`src/hw/bfg_defines.vh`:
```
// Operation
// After a trip, retrip; if that fails, trip the upstream breaker.
// Retrip output can be disabled for single-coil breakers.
// Triggers: phase current, residual current, relay outputs, binary signals.
// Current modes check three phases and chosen residual each cycle.
// Signal modes take any binary signal as trigger.
// Output modes watch selected relay control signals.
// Comparisons use fundamental-frequency magnitudes only.
// Residual source: input one, input two or computed residual.
// Selections and forcing are static; setting groups do not touch them.
// Signal mask picks trip events; used only in signal modes.
// Relay mask picks relays; used only in output modes.
// Force status to normal/start/retrip/failure/blocked under stage forcing.
// Picked-up element releases below 97 percent of threshold.
// Blocking at pick-up reports blocked; active start resets and releases.
// One pick-up starts retrip and failure timers together.
// Combine conditions by the selected mode's AND/OR structure.
`ifndef BFG_DEFINES_VH
`define BFG_DEFINES_VH

// Register addresses
`define BFG_ADDR_CTRL 4'h0
`define BFG_ADDR_ISET 4'h1
`define BFG_ADDR_I0SET 4'h2
`define BFG_ADDR_SIGMASK 4'h3
`define BFG_ADDR_DOMASK 4'h4
`define BFG_ADDR_RETRIP_T 4'h5
`define BFG_ADDR_FAIL_T 4'h6
`define BFG_ADDR_COND 4'h7
`define BFG_ADDR_IRQ_STAT 4'h8
`define BFG_ADDR_IRQ_CLR 4'h9
`define BFG_ADDR_IRQ_EN 4'ha

// CTRL fields
`define BFG_CTRL_MODE_LSB 0
`define BFG_CTRL_MODE_MSB 3
`define BFG_CTRL_RSEL_LSB 4
`define BFG_CTRL_RSEL_MSB 5
`define BFG_CTRL_RETRIP_EN 6
`define BFG_CTRL_FORCE_LSB 7
`define BFG_CTRL_FORCE_MSB 9

// Reset values
`define BFG_CTRL_RST 10'h040
`define BFG_ISET_RST 16'h0014
`define BFG_I0SET_RST 16'h04b0
`define BFG_RETRIP_T_RST 16'h000a
`define BFG_FAIL_T_RST 16'h0014

// Activation modes
`define BFG_MODE_CUR 4'h0
`define BFG_MODE_DO 4'h1
`define BFG_MODE_SIG 4'h2
`define BFG_MODE_CUR_AND_DO 4'h3
`define BFG_MODE_CUR_OR_DO 4'h4
`define BFG_MODE_CUR_AND_SIG 4'h5
`define BFG_MODE_CUR_OR_SIG 4'h6
`define BFG_MODE_SIG_AND_DO 4'h7
`define BFG_MODE_SIG_OR_DO 4'h8
`define BFG_MODE_ALL_AND 4'h9
`define BFG_MODE_ALL_OR 4'ha

// Residual source
`define BFG_RSEL_OFF 2'h0
`define BFG_RSEL_ONE 2'h1
`define BFG_RSEL_TWO 2'h2
`define BFG_RSEL_CALC 2'h3

// Forced status codes
`define BFG_FORCE_NORMAL 3'h0
`define BFG_FORCE_START 3'h1
`define BFG_FORCE_RETRIP 3'h2
`define BFG_FORCE_FAIL 3'h3
`define BFG_FORCE_BLOCKED 3'h4

// Release ratio, percent
`define BFG_RELEASE_PCT 7'h61
`define BFG_FULL_PCT 7'h64

`endif

```
`src/hw/bfg_level_cmp.v`:
```
`timescale 1ns/1ps
`include "bfg_defines.vh"

module bfg_level_cmp #(
    parameter W = 16
) (
    input wire mclk_in,
    input wire arst_n_in,
    input wire tick_in,
    input wire enable_in,
    input wire [W-1:0] mag_in,
    input wire [W-1:0] thr_in,
    output wire picked_out
);

    reg picked_reg;
    reg picked_next;
    wire [W+6:0] mag_scaled;
    wire [W+6:0] thr_scaled;

    // Scaled compare avoids a divider for the release ratio
    assign mag_scaled = mag_in * `BFG_FULL_PCT;
    assign thr_scaled = thr_in * `BFG_RELEASE_PCT;

    // Pick above threshold, hold to release level
    always @* begin
        picked_next = picked_reg;
        if (!enable_in) begin
            picked_next = 1'b0;
        end else if (picked_reg) begin
            picked_next = (mag_scaled >= thr_scaled);
        end else begin
            picked_next = (mag_in > thr_in);
        end
    end

    // Evaluated once per program cycle
    always @(posedge mclk_in or negedge arst_n_in) begin
        if (!arst_n_in) begin
            picked_reg <= 1'b0;
        end else if (tick_in) begin
            picked_reg <= picked_next;
        end
    end

    assign picked_out = picked_reg;

endmodule

```
`src/hw/bfg_top.v`:
```
// The address-and-strobe port and the register addresses were left to the implementer.
`timescale 1ns/1ps
`include "bfg_defines.vh"

module breaker_failure_guard #(
    parameter W = 16,
    parameter NSIG = 32,
    parameter NDO = 32
) (
    input wire mclk_in,
    input wire arst_n_in,
    input wire cycle_tick_in,
    input wire [W-1:0] phase_a_current_in,
    input wire [W-1:0] phase_b_current_in,
    input wire [W-1:0] phase_c_current_in,
    input wire [W-1:0] residual_input_one_in,
    input wire [W-1:0] residual_input_two_in,
    input wire [W-1:0] computed_residual_in,
    input wire [NSIG-1:0] prot_signals_in,
    input wire [NDO-1:0] relay_ctrl_in,
    input wire block_in,
    input wire stage_force_en_in,
    input wire [3:0] addr_in,
    input wire [31:0] wr_data_in,
    input wire wr_en_in,
    input wire rd_en_in,
    output reg [31:0] rd_data_out,
    output reg start_out,
    output reg retrip_out,
    output reg backup_trip_out,
    output reg blocked_out,
    output reg [4:0] condition_out,
    output reg irq_out
);

    // One-hot states
    localparam [4:0] ST_NORMAL = 5'h01;
    localparam [4:0] ST_START = 5'h02;
    localparam [4:0] ST_RETRIP = 5'h04;
    localparam [4:0] ST_FAIL = 5'h08;
    localparam [4:0] ST_BLOCKED = 5'h10;

    // Static settings and interrupt status
    reg [9:0] ctrl_reg;
    reg [W-1:0] iset_reg;
    reg [W-1:0] i0set_reg;
    reg [NSIG-1:0] sig_mask_reg;
    reg [NDO-1:0] do_mask_reg;
    reg [15:0] retrip_t_reg;
    reg [15:0] fail_t_reg;
    reg [3:0] irq_stat_reg;
    reg [3:0] irq_en_reg;

    // Pin synchronisers
    reg [NSIG-1:0] sig_s1_reg;
    reg [NSIG-1:0] sig_s2_reg;
    reg [NDO-1:0] do_s1_reg;
    reg [NDO-1:0] do_s2_reg;
    reg [1:0] blk_s_reg;
    reg [1:0] frc_s_reg;

    // Supervision state
    reg [4:0] state_reg;
    reg [4:0] state_next;
    reg [15:0] retrip_cnt_reg;
    reg [15:0] retrip_cnt_next;
    reg [15:0] fail_cnt_reg;
    reg [15:0] fail_cnt_next;

    wire [3:0] mode;
    wire [1:0] rsel;
    wire retrip_en;
    wire [2:0] force_sel;
    wire force_active;
    wire pa_pick;
    wire pb_pick;
    wire pc_pick;
    wire res_pick;
    reg [W-1:0] res_mag;
    wire cur_cond;
    wire sig_cond;
    wire do_cond;
    reg pickup;
    wire retrip_due;
    wire fail_due;
    reg [4:0] shown_state;
    wire [3:0] events;
    wire clr_hit;
    wire [3:0] clr_bits;

    assign mode = ctrl_reg[`BFG_CTRL_MODE_MSB:`BFG_CTRL_MODE_LSB];
    assign rsel = ctrl_reg[`BFG_CTRL_RSEL_MSB:`BFG_CTRL_RSEL_LSB];
    assign retrip_en = ctrl_reg[`BFG_CTRL_RETRIP_EN];
    assign force_sel = ctrl_reg[`BFG_CTRL_FORCE_MSB:`BFG_CTRL_FORCE_LSB];
    assign force_active = frc_s_reg[1];

    // Only the second stage is read
    always @(posedge mclk_in or negedge arst_n_in) begin
        if (!arst_n_in) begin
            sig_s1_reg <= {NSIG{1'b0}};
            sig_s2_reg <= {NSIG{1'b0}};
            do_s1_reg <= {NDO{1'b0}};
            do_s2_reg <= {NDO{1'b0}};
            blk_s_reg <= 2'h0;
            frc_s_reg <= 2'h0;
        end else begin
            sig_s1_reg <= prot_signals_in;
            sig_s2_reg <= sig_s1_reg;
            do_s1_reg <= relay_ctrl_in;
            do_s2_reg <= do_s1_reg;
            blk_s_reg <= {blk_s_reg[0], block_in};
            frc_s_reg <= {frc_s_reg[0], stage_force_en_in};
        end
    end

    // Residual source selection
    always @* begin
        case (rsel)
            `BFG_RSEL_ONE: res_mag = residual_input_one_in;
            `BFG_RSEL_TWO: res_mag = residual_input_two_in;
            `BFG_RSEL_CALC: res_mag = computed_residual_in;
            default: res_mag = {W{1'b0}};
        endcase
    end

    // Three phases share one threshold
    bfg_level_cmp #(.W(W)) u_cmp_a (
        .mclk_in(mclk_in),
        .arst_n_in(arst_n_in),
        .tick_in(cycle_tick_in),
        .enable_in(1'b1),
        .mag_in(phase_a_current_in),
        .thr_in(iset_reg),
        .picked_out(pa_pick)
    );

    bfg_level_cmp #(.W(W)) u_cmp_b (
        .mclk_in(mclk_in),
        .arst_n_in(arst_n_in),
        .tick_in(cycle_tick_in),
        .enable_in(1'b1),
        .mag_in(phase_b_current_in),
        .thr_in(iset_reg),
        .picked_out(pb_pick)
    );

    bfg_level_cmp #(.W(W)) u_cmp_c (
        .mclk_in(mclk_in),
        .arst_n_in(arst_n_in),
        .tick_in(cycle_tick_in),
        .enable_in(1'b1),
        .mag_in(phase_c_current_in),
        .thr_in(iset_reg),
        .picked_out(pc_pick)
    );

    bfg_level_cmp #(.W(W)) u_cmp_res (
        .mclk_in(mclk_in),
        .arst_n_in(arst_n_in),
        .tick_in(cycle_tick_in),
        .enable_in(rsel != `BFG_RSEL_OFF),
        .mag_in(res_mag),
        .thr_in(i0set_reg),
        .picked_out(res_pick)
    );

    // Trigger source conditions
    assign cur_cond = pa_pick | pb_pick | pc_pick | res_pick;
    assign sig_cond = |(sig_s2_reg & sig_mask_reg);
    assign do_cond = |(do_s2_reg & do_mask_reg);

    // Masks only count where the mode names their source
    always @* begin
        case (mode)
            `BFG_MODE_CUR: pickup = cur_cond;
            `BFG_MODE_DO: pickup = do_cond;
            `BFG_MODE_SIG: pickup = sig_cond;
            `BFG_MODE_CUR_AND_DO: pickup = cur_cond & do_cond;
            `BFG_MODE_CUR_OR_DO: pickup = cur_cond | do_cond;
            `BFG_MODE_CUR_AND_SIG: pickup = cur_cond & sig_cond;
            `BFG_MODE_CUR_OR_SIG: pickup = cur_cond | sig_cond;
            `BFG_MODE_SIG_AND_DO: pickup = sig_cond & do_cond;
            `BFG_MODE_SIG_OR_DO: pickup = sig_cond | do_cond;
            `BFG_MODE_ALL_AND: pickup = cur_cond & sig_cond & do_cond;
            `BFG_MODE_ALL_OR: pickup = cur_cond | sig_cond | do_cond;
            default: pickup = 1'b0; // Unused codes never trigger
        endcase
    end

    // Timers count program cycles
    assign retrip_due = (retrip_cnt_reg >= retrip_t_reg);
    assign fail_due = (fail_cnt_reg >= fail_t_reg);

    // Supervision, once per program cycle
    always @* begin
        state_next = state_reg;
        retrip_cnt_next = retrip_cnt_reg;
        fail_cnt_next = fail_cnt_reg;
        if (cycle_tick_in) begin
            if (!pickup) begin
                state_next = ST_NORMAL;
                retrip_cnt_next = 16'h0;
                fail_cnt_next = 16'h0;
            end else if (blk_s_reg[1]) begin
                // Blocked pick-up drops any running start
                state_next = ST_BLOCKED;
                retrip_cnt_next = 16'h0;
                fail_cnt_next = 16'h0;
            end else begin
                case (state_reg)
                    ST_NORMAL, ST_BLOCKED: begin
                        state_next = ST_START;
                        retrip_cnt_next = 16'h1;
                        fail_cnt_next = 16'h1;
                    end
                    ST_START, ST_RETRIP: begin
                        if (retrip_cnt_reg != 16'hffff) begin
                            retrip_cnt_next = retrip_cnt_reg + 16'h1;
                        end
                        if (fail_cnt_reg != 16'hffff) begin
                            fail_cnt_next = fail_cnt_reg + 16'h1;
                        end
                        if (fail_due) begin
                            state_next = ST_FAIL;
                        end else if (retrip_due && retrip_en) begin
                            state_next = ST_RETRIP;
                        end
                    end
                    ST_FAIL: state_next = ST_FAIL;
                    default: state_next = ST_NORMAL;
                endcase
            end
        end
    end

    always @(posedge mclk_in or negedge arst_n_in) begin
        if (!arst_n_in) begin
            state_reg <= ST_NORMAL;
            retrip_cnt_reg <= 16'h0;
            fail_cnt_reg <= 16'h0;
        end else begin
            state_reg <= state_next;
            retrip_cnt_reg <= retrip_cnt_next;
            fail_cnt_reg <= fail_cnt_next;
        end
    end

    // Forcing redraws shown status only
    always @* begin
        shown_state = state_reg;
        if (force_active) begin
            case (force_sel)
                `BFG_FORCE_NORMAL: shown_state = ST_NORMAL;
                `BFG_FORCE_START: shown_state = ST_START;
                `BFG_FORCE_RETRIP: shown_state = ST_RETRIP;
                `BFG_FORCE_FAIL: shown_state = ST_FAIL;
                `BFG_FORCE_BLOCKED: shown_state = ST_BLOCKED;
                default: shown_state = state_reg;
            endcase
        end
    end

    // Registered outputs; retrip stays quiet when disabled, even forced
    always @(posedge mclk_in or negedge arst_n_in) begin
        if (!arst_n_in) begin
            start_out <= 1'b0;
            retrip_out <= 1'b0;
            backup_trip_out <= 1'b0;
            blocked_out <= 1'b0;
            condition_out <= ST_NORMAL;
        end else begin
            start_out <= (shown_state != ST_NORMAL) && (shown_state != ST_BLOCKED);
            retrip_out <= (shown_state == ST_RETRIP) && retrip_en;
            backup_trip_out <= (shown_state == ST_FAIL);
            blocked_out <= (shown_state == ST_BLOCKED);
            condition_out <= shown_state;
        end
    end

    // Events on entry: start, retrip, failure, blocked
    assign events = {state_next[4] & ~state_reg[4],
                     state_next[3] & ~state_reg[3],
                     state_next[2] & ~state_reg[2],
                     state_next[1] & ~state_reg[1]};
    assign clr_hit = wr_en_in && (addr_in == `BFG_ADDR_IRQ_CLR);
    assign clr_bits = clr_hit ? wr_data_in[3:0] : 4'h0;

    // Register writes; a new event beats a same-cycle clear
    always @(posedge mclk_in or negedge arst_n_in) begin
        if (!arst_n_in) begin
            ctrl_reg <= `BFG_CTRL_RST;
            iset_reg <= `BFG_ISET_RST;
            i0set_reg <= `BFG_I0SET_RST;
            sig_mask_reg <= {NSIG{1'b0}};
            do_mask_reg <= {NDO{1'b0}};
            retrip_t_reg <= `BFG_RETRIP_T_RST;
            fail_t_reg <= `BFG_FAIL_T_RST;
            irq_en_reg <= 4'h0;
            irq_stat_reg <= 4'h0;
        end else begin
            irq_stat_reg <= (irq_stat_reg & ~clr_bits) | events;
            if (wr_en_in) begin
                case (addr_in)
                    `BFG_ADDR_CTRL: ctrl_reg <= wr_data_in[9:0];
                    `BFG_ADDR_ISET: iset_reg <= wr_data_in[W-1:0];
                    `BFG_ADDR_I0SET: i0set_reg <= wr_data_in[W-1:0];
                    `BFG_ADDR_SIGMASK: sig_mask_reg <= wr_data_in[NSIG-1:0];
                    `BFG_ADDR_DOMASK: do_mask_reg <= wr_data_in[NDO-1:0];
                    `BFG_ADDR_RETRIP_T: retrip_t_reg <= wr_data_in[15:0];
                    `BFG_ADDR_FAIL_T: fail_t_reg <= wr_data_in[15:0];
                    `BFG_ADDR_IRQ_EN: irq_en_reg <= wr_data_in[3:0];
                    default: ;
                endcase
            end
        end
    end

    // Level interrupt
    always @(posedge mclk_in or negedge arst_n_in) begin
        if (!arst_n_in) begin
            irq_out <= 1'b0;
        end else begin
            irq_out <= |(irq_stat_reg & irq_en_reg);
        end
    end

    // Read data stand one cycle, zero otherwise
    always @(posedge mclk_in or negedge arst_n_in) begin
        if (!arst_n_in) begin
            rd_data_out <= 32'h0;
        end else if (rd_en_in) begin
            rd_data_out <= 32'h0;
            case (addr_in)
                `BFG_ADDR_CTRL: rd_data_out[9:0] <= ctrl_reg;
                `BFG_ADDR_ISET: rd_data_out[W-1:0] <= iset_reg;
                `BFG_ADDR_I0SET: rd_data_out[W-1:0] <= i0set_reg;
                `BFG_ADDR_SIGMASK: rd_data_out[NSIG-1:0] <= sig_mask_reg;
                `BFG_ADDR_DOMASK: rd_data_out[NDO-1:0] <= do_mask_reg;
                `BFG_ADDR_RETRIP_T: rd_data_out[15:0] <= retrip_t_reg;
                `BFG_ADDR_FAIL_T: rd_data_out[15:0] <= fail_t_reg;
                `BFG_ADDR_COND: rd_data_out[4:0] <= shown_state;
                `BFG_ADDR_IRQ_STAT: rd_data_out[3:0] <= irq_stat_reg;
                `BFG_ADDR_IRQ_EN: rd_data_out[3:0] <= irq_en_reg;
                default: ;
            endcase
        end else begin
            rd_data_out <= 32'h0;
        end
    end

endmodule

```
`config.mk`:
```
export PLATFORM = sky130hd
export DESIGN_NAME = breaker_failure_guard
export DESIGN_NICKNAME = d
export VERILOG_FILES = /design/src/hw/bfg_level_cmp.v /design/src/hw/bfg_top.v
export VERILOG_INCLUDE_DIRS = /design/src /design/src/hw
export SDC_FILE = /design/constraint.sdc
export NUM_CORES = 1
export LEC_CHECK = 0
export CAP_MARGIN = 20
export CORE_MARGIN = 2
export CORE_UTILIZATION = 50
export DETAILED_ROUTE_END_ITERATION = 10
export DONT_BUFFER_PORTS = 1
export GPL_TIMING_DRIVEN = 0
export PLACE_DENSITY = 0.77
export SYNTH_ARGS = -nofsm -noshare
export SYNTH_HDL_FRONTEND = slang
export SYNTH_SLANG_ARGS = --single-unit
```
`constraint.sdc`:
```
create_clock -name mclk_in -period 14.2 [get_ports mclk_in]
set_input_delay 2.13 -clock mclk_in [delete_from_list [all_inputs] [get_ports mclk_in]]
set_output_delay 2.13 -clock mclk_in [all_outputs]
set_load 0.01 [all_outputs]
```
Word-level counts from Yosys, hierarchy flattened. Cells that the tools add are included.

Register bits after elaboration: 361. Bits in latches: 0. RAM bits: 0. Bits in read-only memories: 0. Input port bits: 203. Output and inout bits: 42. Logic and storage cells: 170. Memories: 0.

Add/subtract/negate cells: 2. $mul: 6. Div/mod/pow operators: 0. $lt $le $gt $ge: 10. Equal/unequal tests: 43. Shifts and indexed selects: 0. Multiplexer cells: 30. Bitwise operators: 25. Reduce and logical (&&, ||, !) cells: 24.

Operators by type and width (number): two-way mux 16 bit (6); one-hot mux 16 bit (2 select lines) (3); >= comparator 23 bit (4); multiplier 16 x 5 -> 21 bit, second input constant (4); AND 32 bit (2); > comparator 16 bit (4); OR reduction 32 bit (2); one-hot mux 16 bit (3 select lines) (1); multiplier 16 x 7 -> 23 bit, second input constant (2); one-hot mux 4 bit (10 select lines) (1); one-hot mux 6 bit (6 select lines) (1); one-hot mux 5 bit (7 select lines) (1); adder 16 x 1 -> 16 bit, second input constant (2); equality test 4 x 3 -> 1 bit, second input constant (8); >= comparator 16 bit (2); two-way mux 32 bit (1); != test 16 bit, second input constant (2); two-way mux 5 bit (6); one-hot mux 5 bit (5 select lines) (1); equality test 4 bit, second input constant (6); AND reduction 2 bit (9); equality test 4 x 2 -> 1 bit, second input constant (4); one-hot mux 5 bit (3 select lines) (1); one-hot mux 1 bit (11 select lines) (1); other kinds (31) (66).

Longest topological paths before layout. Gate-level depths: netlist of run 1.

Depth after elaboration: 10. Gate-level depth with buffers: 26.

By module. Synthesis of run 1 repeated with hierarchy kept, for this count alone.

Cell total of the unflattened synthesis: 3165. Area total of the unflattened synthesis: 31624.1 um^2.

Modules (own cells, without submodules): breaker_failure_guard (instances 1, cells each 1215, area an instance 14933.1 um^2); bfg_level_cmp at u_cmp_res (instances 1, cells each 495, area an instance 4204.0 um^2); bfg_level_cmp at u_cmp_a (instances 1, cells each 494, area an instance 4201.5 um^2); bfg_level_cmp at u_cmp_c (instances 1, cells each 483, area an instance 4175.3 um^2); bfg_level_cmp at u_cmp_b (instances 1, cells each 478, area an instance 4110.2 um^2).

Least setup slack after synthesis of run 1. No wires, ideal clock.

Kind: in2reg. From: input port computed_residual_in[3]. To: register u_cmp_res.picked_reg (netlist: u_cmp_res.picked_out). Arrival: 6.448 ns. Required time: 14.057 ns. Setup slack: 7.609 ns. Cell stages on the path: 20. Buffers on the path: 0. Path through: mux2_2 > a22o_1 > ha_1 > ha_1 > fa_1 > ha_1 > nor2b_1 > o31a_1 > o211ai_1 > nand2_1 > a41o_1 > o41a_1 > a221oi_1 > xnor2_1 > ha_1 > nor3b_1 > nor3_1 > a21o_1 > o21ai_0 > a211oi_1.

Cells in the longest elaborated chain, start to end: 5. Elaborated cells between the ends (all ways): 6. Classes of those cells: mul: 1; order compare: 2; mux: 3.

Ends and longest elaborated chain: from (decl) (line bfg_top.v:18) `input wire [W-1:0] computed_residual_in,`; one-hot mux 16 bit (3 select lines) * (line bfg_top.v:118) `case (rsel)`; multiplier 16 x 5 -> 21 bit (no source line); >= comparator 23 bit (line bfg_level_cmp.v:31) `picked_next = (mag_scaled >= thr_scaled);`; two-way mux 1 bit * (line bfg_level_cmp.v:30) `end else if (picked_reg) begin`; two-way mux 1 bit * (line bfg_level_cmp.v:28) `if (!enable_in) begin`; to (signal assigned) (line bfg_level_cmp.v:42) `picked_reg <= picked_next;`; to (decl) (line bfg_level_cmp.v:16) `reg picked_reg;`.

Every way passes the cells marked *; elsewhere a longest branch is shown, timed or not. A chain may end at the register's enable or synchronous reset.

Final worst setup path of run 1.
From: input port residual_input_two_in[1]. To: register u_cmp_res.picked_reg (netlist: u_cmp_res.picked_out).

Cells in the longest elaborated chain, start to end: 5. Elaborated cells between the ends (all ways): 6. Classes of those cells: mul: 1; order compare: 2; mux: 3.

Ends and longest elaborated chain: from (decl) (line bfg_top.v:17) `input wire [W-1:0] residual_input_two_in,`; one-hot mux 16 bit (3 select lines) * (line bfg_top.v:118); multiplier 16 x 5 -> 21 bit (no source line); >= comparator 23 bit (line bfg_level_cmp.v:31); two-way mux 1 bit * (line bfg_level_cmp.v:30); two-way mux 1 bit * (line bfg_level_cmp.v:28).

Marks and branches as above.

==> impl_metrics.csv, run 1 <==
group,metric,value,unit
layout,stdcell_count,3589,
synthesis,ys_warn_count,0,
timing,fin_crit,6.95,ns
die,dieArea,57400,µm²
placement,io_buffers,0,
timing,finClkSkew,0.0242,ns
run_status,status,"complete, no violations",
job,max_cap_viol_count,0,
die,ioPinCount,245,
timing,setup_tns,0,ns
timing,relSlewSlack,0.301,
timing,worstMarginPinSlew,1.05,ns
global_route,grt_max_degree,362,
timing,setup_viol,0,
power,p_leak,15.3,nW
cts,ctsResizeCount,0,
synthesis,synth_cells,2768,
critical_path,worst_path_largest_cell_delay,0.64,ns
cts,numCtsBuffers,38,
timing,slew_viol_final,0,
power,ir_worst_vdd,193,µV
detailed_routing,drt.antenna.violating_nets,0,
die,fp-row-count,86,
critical_path,crit_buf_inv,0,
synthesis,synth_fp_nets,3559,
synthesis,synth_area,27800,µm²
timing,fin_crit_sh,0.490,
timing,fmax,144,MHz
critical_path,path_cells,"nor2b_1 -> a311oi_1 -> or2_2 -> o21ai_0 -> ha_1 -> fa_1 -> ha_1 -> nor2b_1 -> o31a_1 -> o211ai_1 -> nand2_1 -> a41o_1 -> o41a_1 -> a221oi_1 -> xnor2_1 -> ha_1 -> nor3b_1 -> nor3_1 -> a21o_1 -> o21ai_0 -> a211oi_1",
critical_path,path_delay_family,"compound AO/OA/AOI/OAI gates",
global_route,grt_overflow_total,0,
synthesis,ys_seq_area_frac,0.326,
timing,hold_violations,0,
synthesis,synthFlopType,"dfrtp_1",
global_route,grt_pass1_vias,22000,
cts,clkLatencyLatePin,0.56,ns
placement,place.gp.congestion,0.970,
placement,placed_cells,3517,
cts,htree_num_levels,2,
detailed_routing,vias_per_cell,6.02,
critical_path,crit_path_max_fanout,5,
critical_path,path_class,"in -> reg",
layout,fin_nets,3600,
cts,clockRootBuffer,"clkbuf_16",
global_route,grt_pass1_wl,120000,µm
critical_path,worstSetupStartpointType,"input port",
synthesis,synthAdderAreaFrac,0.282,
detailed_routing,drc,0,
worst_hold_path,hold_path_class,"reg -> reg",
synthesis,syn_area_per_cell,10.0,µm²
die,die_w,240,µm
synthesis,synth_xor_area_frac,0.0319,
critical_path,worst_ep_required_time,14.61,ns
synthesis,yosysUniqueCellTypes,75,
layout,drive_gt1_frac,0.0800,
cts,cts.sinks,361,
cts,cts_setup_buffers,0,
detailed_routing,dr.first_iter.drc_count,1729,
critical_path,cp-end-kind,"flop",
synthesis,synth_simple_gate_area_frac,0.102,
synthesis,synth_compound_area_frac,0.141,
critical_path,crit_top_cell,"ha_1",
synthesis,yosys-mux-area-fraction,0.0556,
power,p_per_area,203,nW/µm²
detailed_routing,dr.pass1.iters,6,
cts,tritoncts,"yes",
critical_path,crit_slowest_cell,"a311oi_1",
synthesis,ys_seq_elements,361,
detailed_routing,route.detailed.wl_per_inst,21.7,µm
synthesis,synth_edf_count,0,
detailed_routing,vias,21600,
layout,syn_to_final_growth,8.01,%
detailed_routing,wirelength,77800,µm
placement,place_hpwl,60900,µm
critical_path,arrival,7.36,ns
synthesis,async_reset_ff_frac,1.00,
global_route,grt_antenna_before_repair,5,
cts,hold_buffers,0,
die,core-area,55000,µm²
cts,cts_buffer_depth,3,
die,dieHeight,240,µm
cts,clk_pin_slew,0.06,ns
die,start_util,0.505,
timing,rsz0062_at_grt,"no",
global_route,grt_usage,0.270,
layout,fin_util,0.545,
synthesis,synth_top_family_by_area,"adder cells",
## worst paths after layout
check	to	slack, ns	from	cells after the start
max	u_cmp_res.picked_out$_DFFE_PN0P_	7.25	residual_input_two_in[1]	21
min	sig_s2_reg[3]$_DFF_PN0_	0.33	sig_s1_reg[3]$_DFF_PN0_	0
max reg2reg	u_cmp_res.picked_out$_DFFE_PN0P_	7.53	ctrl_reg[4]$_DFFE_PN0P_	23
min reg2reg	sig_s2_reg[3]$_DFF_PN0_	0.33	sig_s1_reg[3]$_DFF_PN0_	0
max in group asynchronous	sig_s2_reg[9]$_DFF_PN0_	12.07	arst_n_in	0
min in group asynchronous	start_out$_DFF_PN0_	1.30	arst_n_in	0
## cells in the final DEF, fill, tap and decap left out, types with 58 or more instances in the layout
| master | count |
|---|---|
| nor2b_1 | 58 |
| o21ai_0 | 116 |
| a21oi_1 | 120 |
| nor2_1 | 84 |
| ha_1 | 528 |
| a22oi_1 | 81 |
| inv_1 | 380 |
| dfrtp_1 | 348 |
| xnor2_1 | 62 |
| a21o_1 | 64 |
| mux2_2 | 126 |
| nand2_1 | 143 |
| fa_1 | 60 |
## worst reg2reg max path, delay by kind of cell (launching register included)
kind	cells	cell delay [ns]
and+or+nand+nor	3	0.59
buffers and inverters	5	1.40
xor gates and xnor gates	1	0.18
AOI/OAI and AO/OA	8	1.88
muxes	1	0.40
adders and majority gates	5	1.74
DFF	1	0.36
## per-layer routing
layer,vias to the layer above,wire length [µm],part of all wire,track usage
met4,6,3470,0.045,0.117
met5,-,45,0.00058,0
met3,199,7660,0.098,0.0667
met2,872,35400,0.45,0.437
li1,9923,-,-,-
met1,10600,31200,0.40,0.344
## through the flow
step | worst slack [ns] | total power [W] | hold WS (ns) | instance area (µm²)
finish | 7.25 | 0.00609 | 0.327 | 30000
global route | 6.94 | 0.00664 | 0.347 | 30000
CTS | 7.30 | 0.00604 | 0.335 | 30000
detailed placement | 6.75 | 0.00498 | 0.335 | 28700
global placement | 6.84 | 0.00479 | 0.334 | 28700
floorplan | 7.61 | 0.00404 | 0.331 | 27800
## cell type report
type / instances / area (µm²)
Multi-Input combinational cell: 1961 / 17000
Antenna cell: 3 / 7.51
Inverter: 382 / 1430
Timing Repair Buffer: 1 / 7.51
Fill cell: 4706 / 25000
Clock inverter: 20 / 241
Sequential cell: 361 / 9050
Buffer: 64 / 254
Clock buffer: 49 / 1030
Tap cell: 748 / 936
## power breakdown
part	switching [W]	internal, W
combinational	0.00212	0.00160
clock	0.000429	0.000594
sequential	0.000174	0.00118
total	0.00272	0.00337
## Yosys cell counts, types with 10 or more instances
cell,number,area share
a21oi_1,120,0.022
o21a_1,16,0.0043
xor2_1,39,0.012
a31oi_1,25,0.0056
nor2_1,84,0.011
a221o_1,11,0.0040
and4b_1,10,0.0036
nand2_1,143,0.019
buf_1,10,0.0014
o21ai_0,116,0.021
and2_1,10,0.0023
ha_1,528,0.24
o31ai_1,10,0.0027
mux2_2,126,0.051
nand4_1,33,0.0074
fa_1,60,0.043
nor2b_1,58,0.013
dfrtp_1,348,0.31
and3_1,33,0.0074
o211ai_1,10,0.0027
or3_1,17,0.0038
or2_2,11,0.0025
a21boi_0,14,0.0038
inv_1,380,0.051
clkbuf_1,48,0.0065
a211oi_1,12,0.0032
nor3_1,53,0.0096
a22oi_1,81,0.022
xnor2_1,62,0.020
dfstp_2,13,0.012
a21o_1,64,0.017
nand3_1,47,0.0085
nand2b_1,13,0.0029
a222oi_1,15,0.0054
## cell families after synthesis
| kind of cell | count (synthesis) |
|---|---|
| xor gates and xnor gates | 101 |
| adders and majority gates | 590 |
| muxes | 136 |
| AOI/OAI and AO/OA | 585 |
| and+or+nand+nor | 549 |
| DFF | 361 |
| buffers and inverters | 446 |
Power figures use the tool's default switching activity.
==> run 2, diff against run 1 <==
- PLACE_DENSITY: 0.77 -> 0.8
- clock period: 14.2 -> 5.88 ns (I/O delays scaled with it)
==> impl_metrics.csv, run 2 (same netlist as run 1, synthesis figures left out) <==
group,metric,value,unit
critical_path,path_class,"reg -> reg",
timing,finClkSkew,0.0182,ns
detailed_routing,drt.antenna.violating_nets,0,
timing,hold-worst-slack,0.0458,ns
layout,fin_util,0.546,
detailed_routing,dr.first_iter.drc_count,2048,
run_status,status,"complete, no violations",
timing,worstMarginPinSlew,1.20,ns
global_route,grt_antenna_before_repair,9,
layout,drive_gt1_frac,0.0829,
timing,slew_viol_final,0,
detailed_routing,drc,0,
detailed_routing,vias,21400,
power,ir_worst_vdd,372,µV
cts,htree_num_levels,2,
layout,final_cell_mix,"ha_1 (528), inv_1 (380), dfrtp_1 (348), nand2_1 (143), mux2_2 (126)",
critical_path,cp-end-kind,"flop",
die,fp-row-count,86,
cts,cts_buffer_depth,3,
placement,pre_cts_slack,-0.551,ns
placement,place.gp.congestion,0.974,
global_route,met2_usage,0.425,
die,die_w,240,µm
critical_path,worst_ep_required_time,6.29,ns
die,core-area,55000,µm²
detailed_routing,vias_per_cell,5.96,
cts,clockRootBuffer,"clkbuf_16",
cts,clkLatencyLatePin,0.55,ns
cts,hold_buffers,0,
critical_path,r2r_slack,0.37,ns
critical_path,arrival,5.92,ns
timing,fin_crit,5.51,ns
timing,fmax,181,MHz
detailed_routing,dr.pass1.iters,8,
critical_path,r2r_end,"u_cmp_res.picked_out$_DFFE_PN0P_",
cts,numCtsBuffers,38,
critical_path,r2r_cells,21,
layout,fin_nets,3600,
critical_path,crit_path_max_fanout,8,
timing,fin_crit_sh,0.937,
global_route,grt_pass1_wl,118000,µm
global_route,grt_overflow_total,0,
power,p_leak,15.3,nW
timing,finalWorstSetupSlack,0.369,ns
die,ioPinCount,245,
power,p_per_area,483,nW/µm²
detailed_routing,route.detailed.wl_per_inst,21.3,µm
worst_hold_path,hold_path_class,"in -> async",
global_route,met3_usage,0.0655,
cts,tritoncts,"yes",
timing,relSlewSlack,0.198,
power,power_frac_clock,0.168,
global_route,grt_most_used_layer,"met2",
timing,setup_tns,0,ns
placement,place_hpwl,59100,µm
layout,syn_to_final_growth,8.15,%
die,dieHeight,240,µm
layout,layout_commonest_cell,"ha_1",
die,start_util,0.505,
power,power_switching_share,0.443,
layout,num-fill-cells,4788,
cts,cts.sinks,361,
cts,clk_pin_slew,0.07,ns
global_route,use_met1,0.349,
critical_path,worstSetupStartpointType,"flop",
global_route,grt_pass1_vias,21000,
critical_path,r2r-start,"ctrl_reg[4]$_DFFE_PN0P_",
power,p_seq_frac,0.226,
global_route,grt_usage,0.267,
power,comb_power_share,0.606,
power,p_sw,0.00643,W
global_route,grt_max_degree,362,
timing,setup_viol,0,
detailed_routing,wirelength,76300,µm
timing,rsz0062_at_grt,"no",
die,dieArea,57400,µm²
placement,io_buffers,0,
power,p_int,0.00807,W
timing,hold_violations,0,
job,max_cap_viol_count,0,
run 2: changes by cell type in the layout (fill, tap and decap cells not counted), sizes merged:
cell,before,now
bufinv,4,2
clkbuf,97,100
clkinvlp,3,2
clkinv,10,9
buf,17,19
diode,3,5
inv,385,382
run 2: cell type report:
class / count / area, µm² / area share
timing repair buffer: 2 / 15.0 / 0.000500
inverter: 382 / 1430 / 0.0478
clock inverter: 13 / 165 / 0.00550
buffer: 63 / 270 / 0.00900
tap: 748 / 936 / 0.0312
clock buffer: 54 / 1100 / 0.0367
sequential: 361 / 9050 / 0.301
antenna: 5 / 12.5 / 0.000417
multi-input combinational: 1961 / 17000 / 0.567
run 2: what timing repair did:
item | 4_1_cts | 5_1_grt
endpoints found under the setup margin | 1 | 1
pin swaps | 0 | 2
gates resized for setup | 5 | 13
setup buffers | 0 | 2
run 2: routing by layer:
metal	up-vias	routed length, µm
met3	217	7880
met1	10300	30900
li1	9955	-
met2	938	34000
met4	4	3440
met5	-	27
run 2: power groups by stage:
stage / clock network [W] / logic (W) / registers, W
2_1_floorplan: 0 / 0.00667 / 0.00308
3_3_place_gp: 0 / 0.00836 / 0.00329
3_5_place_dp: 0 / 0.00862 / 0.00330
4_1_cts: 0.00246 / 0.00870 / 0.00326
5_1_grt: 0.00257 / 0.0100 / 0.00330
6_report: 0.00244 / 0.00879 / 0.00328
run 2: stage by stage:
step | instance area (µm²) | cells | total power [W]
floorplan | 27800 | 2768 | 0.00975
global placement | 28700 | 3516 | 0.0117
detailed placement | 28700 | 3516 | 0.0119
CTS | 30000 | 3583 | 0.0144
global route | 30000 | 3588 | 0.0159
finish | 30000 | 3589 | 0.0145
run 2: how the worst max path moves through the flow:
stage / slack (ns) / to / startpoint / depth (start not counted)
CTS: 0.04 / u_cmp_res.picked_out$_DFFE_PN0P_ / ctrl_reg[5]$_DFFE_PN0P_ / 21
finish: 0.37 / u_cmp_res.picked_out$_DFFE_PN0P_ / ctrl_reg[4]$_DFFE_PN0P_ / 21
global route: 0.04 / u_cmp_res.picked_out$_DFFE_PN0P_ / ctrl_reg[4]$_DFFE_PN0P_ / 21
detailed placement: -0.55 / u_cmp_res.picked_out$_DFFE_PN0P_ / ctrl_reg[4]$_DFFE_PN0P_ / 22
floorplan: 0.51 / u_cmp_res.picked_out$_DFFE_PN0P_ / ctrl_reg[4]$_DFFE_PN0P_ / 22
global placement: -0.52 / u_cmp_res.picked_out$_DFFE_PN0P_ / ctrl_reg[4]$_DFFE_PN0P_ / 23
run 2: worst max-delay path, cell delays in order (launching register included):
cell      delay [ns]
dfrtp_1         0.40
buf_6           0.15
mux2_2          0.36
a22o_1          0.25
ha_1            0.32
ha_1            0.31
fa_1            0.46
ha_1            0.36
nor2b_1         0.16
o31a_1          0.28
o211ai_1        0.17
nand2_1         0.09
a41o_1          0.27
o41a_1          0.37
a221oi_2        0.26
xnor2_1         0.16
ha_1            0.26
nor3b_2         0.26
nor3_1          0.07
a21o_1          0.18
o21ai_1         0.15
a211oi_1        0.08
